### config.mk
export PLATFORM = sky130hd
export DESIGN_NAME = prs_sequencer
export DESIGN_NICKNAME = d
export VERILOG_FILES = /design/src/core/prs_pedestal.v /design/src/core/prs_sequencer.v
export VERILOG_INCLUDE_DIRS = /design/src /design/src/core
export SDC_FILE = /design/constraint.sdc
export NUM_CORES = 1
export LEC_CHECK = 0
export BUFFER_PORTS_ARGS = -buffer_cell sky130_fd_sc_hd__buf_2
export CAP_MARGIN = 20
export CELL_PAD_IN_SITES_DETAIL_PLACEMENT = 1
export CELL_PAD_IN_SITES_GLOBAL_PLACEMENT = 1
export CORE_MARGIN = 4
export CORE_UTILIZATION = 30
export CTS_CLUSTER_DIAMETER = 30
export CTS_CLUSTER_SIZE = 28
export DETAILED_ROUTE_END_ITERATION = 10
export PLACE_DENSITY = 0.62
export SYNTH_ARGS = -nofsm -noshare
export SYNTH_HDL_FRONTEND = slang
export SYNTH_HIERARCHICAL = 1
export SYNTH_SLANG_ARGS = --single-unit
### constraint.sdc
create_clock -name clk -period 13.5 [get_ports clk]
set_clock_uncertainty 0.05 [all_clocks]
set_input_delay 2.025 -clock clk [delete_from_list [all_inputs] [get_ports clk]]
set_output_delay 2.025 -clock clk [all_outputs]
set_load 0.02 [all_outputs]
### src/core/prs_defines.vh
// Register offsets, field positions, reset values and states of the pixel readout sequencer.
`ifndef PRS_DEFINES_VH
`define PRS_DEFINES_VH

// Register offsets on the serial register port.
`define PRS_OFF_CTRL      16'h301A
`define PRS_OFF_ORIENT    16'h3040
`define PRS_OFF_YSTART    16'h3002
`define PRS_OFF_XSTART    16'h3004
`define PRS_OFF_YEND      16'h3006
`define PRS_OFF_XEND      16'h3008
`define PRS_OFF_EXPOSURE  16'h3012
`define PRS_OFF_PEDESTAL  16'h301E
`define PRS_OFF_PIXORDER  16'h3024
`define PRS_OFF_XINC      16'h30A2
`define PRS_OFF_YINC      16'h30A6
`define PRS_OFF_MODE      16'h3100

// Field positions.
`define PRS_CTRL_STREAM   2
`define PRS_CTRL_LOCK     3
`define PRS_OR_MIRROR     14
`define PRS_OR_FLIP       15
`define PRS_MODE_GLOBAL   0
`define PRS_MODE_DIGBIN   1
`define PRS_MODE_ANABIN   2
`define PRS_MODE_ROWBIN   3

// Reset values.
`define PRS_RST_CTRL      16'h0008
`define PRS_RST_PEDESTAL  12'h0A8
`define PRS_RST_XSTART    12'h0006
`define PRS_RST_XEND      12'h0905
`define PRS_RST_YSTART    12'h0006
`define PRS_RST_YEND      12'h060D
`define PRS_RST_INC       3'h1
`define PRS_RST_EXPOSURE  16'h0010
`define PRS_LINE_LEN      16'h04B0

// Sequencer states.
`define PRS_ST_IDLE       3'h0
`define PRS_ST_ROLL       3'h1
`define PRS_ST_GRST       3'h2
`define PRS_ST_GEXP       3'h3
`define PRS_ST_GREAD      3'h4

`endif

### src/core/prs_pedestal.v
// Output stage that adds the pedestal to each pixel and saturates the result.
`timescale 1ns/1ps
module prs_pedestal (
  // Clock and reset.
  input  wire        clk,
  input  wire        nrst,
  // Incoming pixel.
  input  wire        in_valid,
  input  wire [11:0] in_data,
  input  wire [11:0] offset,
  // Outgoing pixel.
  output reg         out_valid,
  output reg  [11:0] out_data
);

  wire [12:0] sum = {1'b0, in_data} + {1'b0, offset};

  // Adds the offset last in the path and holds the top code instead of wrapping.
  // pedestal add
  always @(posedge clk or negedge nrst) begin
    if (!nrst) begin
      out_valid <= 1'b0;
      out_data  <= 12'h000;
    end else begin
      out_valid <= in_valid;
      out_data  <= sum[12] ? 12'hFFF : sum[11:0];
    end
  end

endmodule // prs_pedestal

### src/core/prs_sequencer.v
// Pixel array readout sequencer with windowing, orientation, skipping, binning and pedestal.
`timescale 1ns/1ps
`include "prs_defines.vh"
// Functional notes
// - A 12-bit pedestal, 168 after reset, is added to every pixel as the last step of the datapath.
// - The pedestal register only accepts writes while the lock bit, which resets to one, is zero.
// - Rolling shutter mode resets and later reads each row in turn with the same interval for every row.
// - A new exposure written while streaming takes effect only at a frame start so each frame is uniform.
// - Global mode captures one frame and drives a shutter output whose closing ends the exposure.
// - Rows walked stay inside the window registers; columns too, except that mirror starts at the end plus one
//   and digital binning reads up to 4 columns beyond the walked one; the host keeps the starts at 6 or more.
// - Mirror reverses pixel order in a row, from the last window column plus one down to the first.
// - Flip reverses row order, from the last window row down to the first.
// - The read-only color order register follows the mirror and flip settings.
// - Horizontal binning merges two or three same-color pixels, in the array or in the digital path.
// - Vertical binning merges two or three same-color rows inside the array.
// - Column skipping keeps the row period; row skipping reads fewer rows and shortens the frame.
// - Addresses advance in pairs, adding the odd increment after each pair.
// - A green-red pixel pair is read together and a green-red row precedes a blue-green row.
// - The subsampling factor in each direction is one plus the odd increment, halved.
module prs_sequencer #(
  parameter [15:0] LINE_LEN = `PRS_LINE_LEN
) (
  // Clock and reset.
  input  wire        clk,
  input  wire        nrst,
  // Register port from the serial interface.
  input  wire        reg_wr_en,
  input  wire        reg_rd_en,
  input  wire [15:0] reg_addr,
  input  wire [15:0] reg_wdata,
  output reg  [15:0] reg_rdata,
  // Row control towards the pixel array.
  output reg  [11:0] arr_read_row,
  output reg         arr_row_read,
  output reg  [11:0] arr_reset_row,
  output reg         arr_row_reset,
  output reg         arr_global_reset,
  output wire        arr_row_bin_en,
  // Column control towards the pixel array.
  output reg  [11:0] arr_col,
  output reg         arr_col_rd,
  output wire        arr_col_bin_en,
  input  wire [11:0] arr_pixel,
  // Mechanical shutter control.
  output reg         shutter_open,
  // Pixel stream to the host.
  output wire        pix_valid,
  output wire [11:0] pix_data,
  output reg         frame_valid,
  output reg         frame_start
);

  localparam [2:0] ST_IDLE  = `PRS_ST_IDLE;
  localparam [2:0] ST_ROLL  = `PRS_ST_ROLL;
  localparam [2:0] ST_GRST  = `PRS_ST_GRST;
  localparam [2:0] ST_GEXP  = `PRS_ST_GEXP;
  localparam [2:0] ST_GREAD = `PRS_ST_GREAD;

  // Software registers.
  reg  [15:0] ctrl_reg;
  reg  [15:0] orient_reg;
  reg  [3:0]  mode_reg;
  reg  [11:0] xs_reg;
  reg  [11:0] xe_reg;
  reg  [11:0] ys_reg;
  reg  [11:0] ye_reg;
  reg  [2:0]  xinc_reg;
  reg  [2:0]  yinc_reg;
  reg  [15:0] exp_reg;
  reg  [11:0] ped_reg;
  reg  [1:0]  order_reg;
  // Sequencer state.
  reg  [2:0]  state_reg;
  reg  [15:0] row_tmr_reg;
  reg  [11:0] seq_reg;
  reg  [11:0] exp_lat_reg;
  reg         stream_d_reg;
  reg         col_run_reg;
  reg  [11:0] col_idx_reg;
  reg  [1:0]  sub_reg;
  // Binning pipeline.
  reg         s1_first_reg;
  reg         s1_last_reg;
  reg  [1:0]  s1_fac_reg;
  reg  [13:0] acc_reg;
  reg         bin_vld_reg;
  reg  [11:0] bin_val_reg;

  wire lock    = ctrl_reg[`PRS_CTRL_LOCK];
  wire stream  = ctrl_reg[`PRS_CTRL_STREAM];
  wire mirror  = orient_reg[`PRS_OR_MIRROR];
  wire flip    = orient_reg[`PRS_OR_FLIP];
  wire gmode   = mode_reg[`PRS_MODE_GLOBAL];

  // Walks pairs: offset is pair times (one plus increment) plus the position in the pair.
  function [12:0] walk;
    input [11:0] idx;
    input [11:0] base;
    input [11:0] span;
    input [2:0]  inc;
    input        rev;
    reg   [31:0] prod;
    reg   [15:0] off;
    begin
      prod = {21'd0, idx[11:1]} * {28'd0, {1'b0, inc} + 4'd1};
      off  = prod[15:0] + {15'd0, idx[0]};
      walk = {off <= {4'd0, span}, rev ? base - off[11:0] : base + off[11:0]};
    end
  endfunction

  // Window bounds, reversed for flip and mirror.
  // window bounds
  wire [11:0] yspan = ye_reg - ys_reg;
  wire [11:0] ybase = flip ? ye_reg : ys_reg;
  wire [11:0] xend1 = xe_reg + 12'd1;
  wire [11:0] xspan = mirror ? xend1 - xs_reg : xe_reg - xs_reg;
  wire [11:0] xbase = mirror ? xend1 : xs_reg;

  // Read row lags the reset row by the latched exposure in rolling mode.
  // equal reset-read spacing
  wire        rolling = (state_reg == ST_ROLL);
  wire [11:0] rd_idx  = rolling ? seq_reg - exp_lat_reg : seq_reg;
  wire        rd_go   = !rolling || (seq_reg >= exp_lat_reg);
  wire [12:0] rd_w    = walk(rd_idx, ybase, yspan, yinc_reg, flip);
  wire [12:0] rs_w    = walk(seq_reg, ybase, yspan, yinc_reg, flip);
  wire        rd_ok   = rd_go && rd_w[12];
  wire        rs_ok   = rs_w[12];
  wire        row_tick = (row_tmr_reg == LINE_LEN - 16'd1);

  // Horizontal factor is one plus increment, halved, when that gives 2 or 3; otherwise 1.
  // subsampling factor
  wire [3:0]  xstep = {1'b0, xinc_reg} + 4'd1;
  wire [1:0]  xfac  = (xstep[3:1] == 3'd3) ? 2'd3 : (xstep[3:1] == 3'd2) ? 2'd2 : 2'd1;
  wire        dbin  = mode_reg[`PRS_MODE_DIGBIN] && (xfac != 2'd1);
  wire [1:0]  nsub  = dbin ? xfac : 2'd1;

  // Array-side binning enables come straight from the mode bits.
  // analog column bin
  assign arr_col_bin_en = mode_reg[`PRS_MODE_ANABIN];
  assign arr_row_bin_en = mode_reg[`PRS_MODE_ROWBIN];

  // Column walk with same-color neighbours two apart for digital binning.
  // green-red pairs first
  wire [12:0] col_w   = walk(col_idx_reg, xbase, xspan, xinc_reg, mirror);
  wire [11:0] sub_off = {9'd0, sub_reg, 1'b0};
  wire [11:0] col_adr = mirror ? col_w[11:0] - sub_off : col_w[11:0] + sub_off;
  wire        sub_end = (sub_reg == nsub - 2'd1);

  // Register writes; the pedestal is guarded by the lock bit.
  always @(posedge clk or negedge nrst) begin
    if (!nrst) begin
      ctrl_reg   <= `PRS_RST_CTRL;
      orient_reg <= 16'h0000;
      mode_reg   <= 4'h0;
      xs_reg     <= `PRS_RST_XSTART;
      xe_reg     <= `PRS_RST_XEND;
      ys_reg     <= `PRS_RST_YSTART;
      ye_reg     <= `PRS_RST_YEND;
      xinc_reg   <= `PRS_RST_INC;
      yinc_reg   <= `PRS_RST_INC;
      exp_reg    <= `PRS_RST_EXPOSURE;
      ped_reg    <= `PRS_RST_PEDESTAL;
    end else if (reg_wr_en) begin
      case (reg_addr)
        `PRS_OFF_CTRL:     ctrl_reg   <= reg_wdata;
        `PRS_OFF_ORIENT:   orient_reg <= reg_wdata & 16'hC000;
        `PRS_OFF_MODE:     mode_reg   <= reg_wdata[3:0];
        `PRS_OFF_XSTART:   xs_reg     <= reg_wdata[11:0];
        `PRS_OFF_XEND:     xe_reg     <= reg_wdata[11:0];
        `PRS_OFF_YSTART:   ys_reg     <= reg_wdata[11:0];
        `PRS_OFF_YEND:     ye_reg     <= reg_wdata[11:0];
        `PRS_OFF_XINC:     xinc_reg   <= reg_wdata[2:0];
        `PRS_OFF_YINC:     yinc_reg   <= reg_wdata[2:0];
        `PRS_OFF_EXPOSURE: exp_reg    <= reg_wdata;
        `PRS_OFF_PEDESTAL: begin
          if (!lock) begin
            ped_reg <= reg_wdata[11:0];
          end
        end
        default: ;
      endcase
    end
  end

  // Color phase tracks orientation and window start parity.
  // color order update
  always @(posedge clk or negedge nrst) begin
    if (!nrst) begin
      order_reg <= 2'b00;
    end else begin
      order_reg <= {flip ^ ys_reg[0], mirror ^ xs_reg[0]};
    end
  end

  // Registered read data; unmapped offsets read zero.
  always @(posedge clk or negedge nrst) begin
    if (!nrst) begin
      reg_rdata <= 16'h0000;
    end else if (reg_rd_en) begin
      case (reg_addr)
        `PRS_OFF_CTRL:     reg_rdata <= ctrl_reg;
        `PRS_OFF_ORIENT:   reg_rdata <= orient_reg;
        `PRS_OFF_MODE:     reg_rdata <= {12'h000, mode_reg};
        `PRS_OFF_XSTART:   reg_rdata <= {4'h0, xs_reg};
        `PRS_OFF_XEND:     reg_rdata <= {4'h0, xe_reg};
        `PRS_OFF_YSTART:   reg_rdata <= {4'h0, ys_reg};
        `PRS_OFF_YEND:     reg_rdata <= {4'h0, ye_reg};
        `PRS_OFF_XINC:     reg_rdata <= {13'h0000, xinc_reg};
        `PRS_OFF_YINC:     reg_rdata <= {13'h0000, yinc_reg};
        `PRS_OFF_EXPOSURE: reg_rdata <= exp_reg;
        `PRS_OFF_PEDESTAL: reg_rdata <= {4'h0, ped_reg};
        `PRS_OFF_PIXORDER: reg_rdata <= {14'h0000, order_reg};
        default:           reg_rdata <= 16'h0000;
      endcase
    end
  end

  // Row timer runs freely so the row period never depends on columns walked.
  // fixed row period
  always @(posedge clk or negedge nrst) begin
    if (!nrst) begin
      row_tmr_reg <= 16'h0000;
    end else begin
      row_tmr_reg <= row_tick ? 16'h0000 : row_tmr_reg + 16'd1;
    end
  end

  // Frame sequencer for rolling and global modes, acting on row boundaries except the global start, taken on the stream rising edge.
  always @(posedge clk or negedge nrst) begin
    if (!nrst) begin
      state_reg        <= ST_IDLE;
      seq_reg          <= 12'h000;
      exp_lat_reg      <= 12'h000;
      stream_d_reg     <= 1'b0;
      arr_read_row     <= 12'h000;
      arr_row_read     <= 1'b0;
      arr_reset_row    <= 12'h000;
      arr_row_reset    <= 1'b0;
      arr_global_reset <= 1'b0;
      shutter_open     <= 1'b0;
      frame_valid      <= 1'b0;
      frame_start      <= 1'b0;
    end else begin
      stream_d_reg     <= stream;
      arr_row_read     <= 1'b0;
      arr_row_reset    <= 1'b0;
      arr_global_reset <= 1'b0;
      frame_start      <= 1'b0;
      case (state_reg)
        ST_IDLE: begin
          frame_valid <= 1'b0;
          if (row_tick && stream && !gmode) begin
            exp_lat_reg <= exp_reg[11:0];
            seq_reg     <= 12'h000;
            frame_start <= 1'b1;
            frame_valid <= 1'b1;
            state_reg   <= ST_ROLL;
          end else if (gmode && stream && !stream_d_reg) begin
            exp_lat_reg      <= exp_reg[11:0];
            arr_global_reset <= 1'b1;
            state_reg        <= ST_GRST;
          end
        end
        ST_ROLL: begin
          if (row_tick) begin
            if (rs_ok) begin
              arr_reset_row <= rs_w[11:0];
              arr_row_reset <= 1'b1;
            end
            if (rd_ok) begin
              arr_read_row <= rd_w[11:0];
              arr_row_read <= 1'b1;
            end
            if (rd_go && !rd_ok) begin
              exp_lat_reg <= exp_reg[11:0];
              seq_reg     <= 12'h000;
              frame_start <= stream;
              frame_valid <= stream;
              state_reg   <= stream ? ST_ROLL : ST_IDLE;
            end else begin
              seq_reg <= seq_reg + 12'd1;
            end
          end
        end
        ST_GRST: begin
          if (row_tick) begin
            shutter_open <= 1'b1;
            seq_reg      <= 12'h000;
            state_reg    <= ST_GEXP;
          end
        end
        ST_GEXP: begin
          if (row_tick) begin
            if (seq_reg == exp_lat_reg) begin
              shutter_open <= 1'b0;
              seq_reg      <= 12'h000;
              frame_start  <= 1'b1;
              frame_valid  <= 1'b1;
              state_reg    <= ST_GREAD;
            end else begin
              seq_reg <= seq_reg + 12'd1;
            end
          end
        end
        ST_GREAD: begin
          if (row_tick) begin
            if (rd_ok) begin
              arr_read_row <= rd_w[11:0];
              arr_row_read <= 1'b1;
              seq_reg      <= seq_reg + 12'd1;
            end else begin
              frame_valid <= 1'b0;
              state_reg   <= ST_IDLE;
            end
          end
        end
        default: begin
          state_reg <= ST_IDLE;
        end
      endcase
    end
  end

  // Column walk starts after each row read and stops when leaving the window.
  // column pair stepping
  always @(posedge clk or negedge nrst) begin
    if (!nrst) begin
      col_run_reg  <= 1'b0;
      col_idx_reg  <= 12'h000;
      sub_reg      <= 2'd0;
      arr_col      <= 12'h000;
      arr_col_rd   <= 1'b0;
      s1_first_reg <= 1'b0;
      s1_last_reg  <= 1'b0;
      s1_fac_reg   <= 2'd1;
    end else begin
      arr_col_rd <= 1'b0;
      if (arr_row_read) begin
        col_run_reg <= 1'b1;
        col_idx_reg <= 12'h000;
        sub_reg     <= 2'd0;
      end else if (col_run_reg) begin
        if (!col_w[12]) begin
          col_run_reg <= 1'b0;
        end else begin
          arr_col      <= col_adr;
          arr_col_rd   <= 1'b1;
          s1_first_reg <= (sub_reg == 2'd0);
          s1_last_reg  <= sub_end;
          s1_fac_reg   <= nsub;
          if (sub_end) begin
            sub_reg     <= 2'd0;
            col_idx_reg <= col_idx_reg + 12'd1;
          end else begin
            sub_reg <= sub_reg + 2'd1;
          end
        end
      end
    end
  end

  // Digital binning: sum same-color samples and scale by the factor.
  // digital column bin
  wire [13:0] acc_sum = (s1_first_reg ? 14'd0 : acc_reg) + {2'b00, arr_pixel};
  wire [23:0] third   = {10'd0, acc_sum} * 24'd683;
  always @(posedge clk or negedge nrst) begin
    if (!nrst) begin
      acc_reg     <= 14'd0;
      bin_vld_reg <= 1'b0;
      bin_val_reg <= 12'h000;
    end else begin
      bin_vld_reg <= arr_col_rd && s1_last_reg;
      if (arr_col_rd) begin
        acc_reg <= acc_sum;
        if (s1_last_reg) begin
          case (s1_fac_reg)
            2'd2:    bin_val_reg <= acc_sum[12:1];
            2'd3:    bin_val_reg <= third[22:11];
            default: bin_val_reg <= acc_sum[11:0];
          endcase
        end
      end
    end
  end

  // Final stage adds the pedestal.
  // pedestal at output
  prs_pedestal u_pedestal (
    .clk       (clk),
    .nrst      (nrst),
    .in_valid  (bin_vld_reg),
    .in_data   (bin_val_reg),
    .offset    (ped_reg),
    .out_valid (pix_valid),
    .out_data  (pix_data)
  );

endmodule // prs_sequencer

==> metrics.yaml <==
clocking:
  cts_buffers: 69
  post-cts-setup-buffer-count: 0
  clk_pin_slew_ns: 0.04
  root_buffer: "clkbuf_16"
  cts_hold_buf: 0
  cts-resized-gates: 0
  clock_latency_ns: 0.60
  clkSinkCount: 268
  cts_tree: "yes"
  cts_max_path_buffers: 3
  cts_max_level: 3
route:
  drt-initial-drc-count: 899
  drc: 0
  wire_per_inst_um: 20.07
  vias: 20341
  drt_wl_total_um: 77710
  ant_nets: 0
  viasPerCell: 5.253
  drt_pre_antenna_iters: 5
floorplan:
  coreArea_sq_mm: 0.08068
  ios: 122
  die_h_um: 293.6
  design.die.area_sq_mm: 0.08620
  rows: 104
  die_w_um: 293.6
  start_util: 0.3033
grt:
  grt_max_degree: 79
  grt_pass1_wl_um: 123400
  track_usage: 0.1793
  grt_overflow: 0
  grt_pass1_vias: 21832
  antenna_found_initial: 8
sta:
  slew_headroom: 0.3120
  max_freq_ghz: 0.1149
  timing.final.crit_share: 0.6446
  worst_slew_pin_slew_ns: 1.030
  rsz0062_at_grt: "false"
  hold_violations: 0
  tns_ns: 0
  fin_crit_ns: 8.702
  finalSetupViolCount: 0
  slew_violations: 0
worst_hold_path:
  min_path_type: "reg -> reg"
flow_run:
  maxCapViolations: 0
layout:
  fillCellCount: 9271
  multi_input_area_sq_mm: 0.01651
  seq_area_sq_mm: 0.006733
  final_nets: 3183
  final_area_sq_mm: 0.02864
  area_growth_pct: 17.02
  layout-drive-gt1-share: 0.1737
critical_path:
  critical_path.slowest_cell: "nand4b_1"
  rrSetupSlack_ns: 4.80
  critPathMaxStageDelay_ns: 0.78
  cp.arrival_ns: 9.12
  critPathMostFrequentCell: "o21ai_0"
  critPathKind: "reg -> reg"
  worstPathRequired_ns: 13.91
  crit_fanout: 23
  crit_path_start_kind: "flip-flop"
  endpoint_kind: "flip-flop"
run_status:
  status: "finished, final reports clean"
synthesis:
  synthCells: 2635
  ys_seq_area_frac: 0.2751
  ys_types: 84
  synth_edf_count: 0
  syn-mean-instance-area_sq_um: 9.287
  synthFlopType: "dfrtp_1"
  synth-seq-cells: 268
  synth_fp_nets: 3062
  synth_area_sq_mm: 0.02447
  yosys_warnings: 6
  async_flop_share: 1.000
power_and_ir_drop:
  ir_drop_v: 0.00007571
  p_leak_nw: 13.68
  p_per_area_mw_per_mm2: 102.1
placement:
  io_buffers: 121
  dp_hpwl_um: 62080
  placed_cell_area_sq_mm: 0.02625
  globalplace.congestion: 0.8859
==> worst max-delay path, delay by kind of cell, from the launching register on <==
family / cells / cell delay (ns)
muxes: 2 / 0.85
AOI/OAI and AO/OA: 13 / 2.71
and+or+nand+nor: 6 / 1.90
adders and majority gates: 5 / 2.01
buffers and inverters: 2 / 0.10
xor gates and xnor gates: 2 / 0.48
DFF: 1 / 0.46
==> final cells by class <==
cell class / instances / share of cell area
repair buffers: 149 / 0.02884
flip-flops and latches: 268 / 0.2351
clock inverters: 35 / 0.01564
diodes: 2 / 0.0001748
multi-input cells: 2041 / 0.5766
well taps: 1060 / 0.04632
inverters: 227 / 0.02976
clock buffers: 90 / 0.06760
==> cell usage in the layout, fill, tap and decap left out, drive strengths merged, types with 44 or more instances in the layout <==
cell / n
dfrtp: 247
nor2: 154
buf: 149
nand2: 189
nor2b: 71
xnor2: 127
fa: 100
mux2: 152
nor3: 44
and2: 51
ha: 279
clkbuf: 90
xor2: 50
inv: 230
a21o: 45
o21ai: 130
a21oi: 145
nand3: 50
==> final timing paths <==
check / endpoint / cells past startpoint / start
min in group asynchronous: row_tmr_reg[6] / 1 / nrst
max: arr_read_row[1] / 30 / seq_reg[1]
max reg2reg: arr_read_row[1] / 30 / seq_reg[1]
min reg2reg: u_pedestal/out_valid / 0 / bin_vld_reg
max in group asynchronous: acc_reg[11] / 4 / nrst
min: u_pedestal/out_valid / 0 / bin_vld_reg
==> Yosys cell counts (16+ instances only) <==
library cell  number  share of area
or2_2             22         0.0056
nand2_1          189          0.029
nor2_1           154          0.024
inv_1            226          0.035
dfrtp_1          247           0.25
o21ai_0          128          0.026
o21a_1            16         0.0049
mux2_2           152          0.070
ha_1             279           0.14
mux2i_1           30          0.012
fa_1             100          0.082
a21oi_1          145          0.030
a211oi_1          17         0.0052
xnor2_1          127          0.045
nand3_1           50          0.010
nand2b_1          29         0.0074
a21o_1            45          0.014
xor2_1            50          0.018
a31oi_1           24         0.0061
nor3_1            44         0.0090
a22oi_1           17         0.0052
clkbuf_1          79          0.012
o22ai_1           18         0.0046
nor2b_1           71          0.018
or3_1             21         0.0054
and2_1            50          0.013
dfstp_2           21          0.023
a221oi_1          19         0.0068
o31ai_1           20         0.0061
and3_1            25         0.0064
nand4_1           28         0.0072
==> metal layers <==
layer	part of all wire	vias to the layer above	GRT usage	routed length [um]
met1	0.45	10295	0.2319	35020
met5	0.00046	-	0	36
met2	0.47	370	0.2991	36270
met4	0.023	6	0.05119	1825
li1	-	9553	-	-
met3	0.059	117	0.04362	4560
==> kinds of logic after synthesis <==
| group | synth area share |
|---|---|
| adders and majority gates | 0.2245 |
| AOI/OAI and AO/OA | 0.1487 |
| and+or+nand+nor | 0.1538 |
| DFF | 0.2751 |
| xor gates and xnor gates | 0.06519 |
| muxes | 0.08222 |
| buffers and inverters | 0.05046 |
==> metrics by stage <==
stage	std cells	total power, mW	util	setup slack (ns)	hold slack [ns]
2_1_floorplan	2635	1.141	-	5.179	0.2812
3_3_place_gp	3743	1.266	0.3251	4.604	0.2926
3_5_place_dp	3745	1.282	0.3253	4.440	0.2865
4_1_cts	3870	2.973	0.3549	4.821	0.3177
5_1_grt	3870	3.081	0.3549	4.003	0.3208
6_report	3872	2.925	0.3549	4.798	0.3179
==> report_power, final <==
part	internal [mW]	total (mW)	switching, mW
sequential	0.807	0.808	0.000652
clock	1.13	1.66	0.533
combinational	0.188	0.455	0.267
total	2.12	2.92	0.800
No activity file was read; power rests on OpenSTA's default activity.
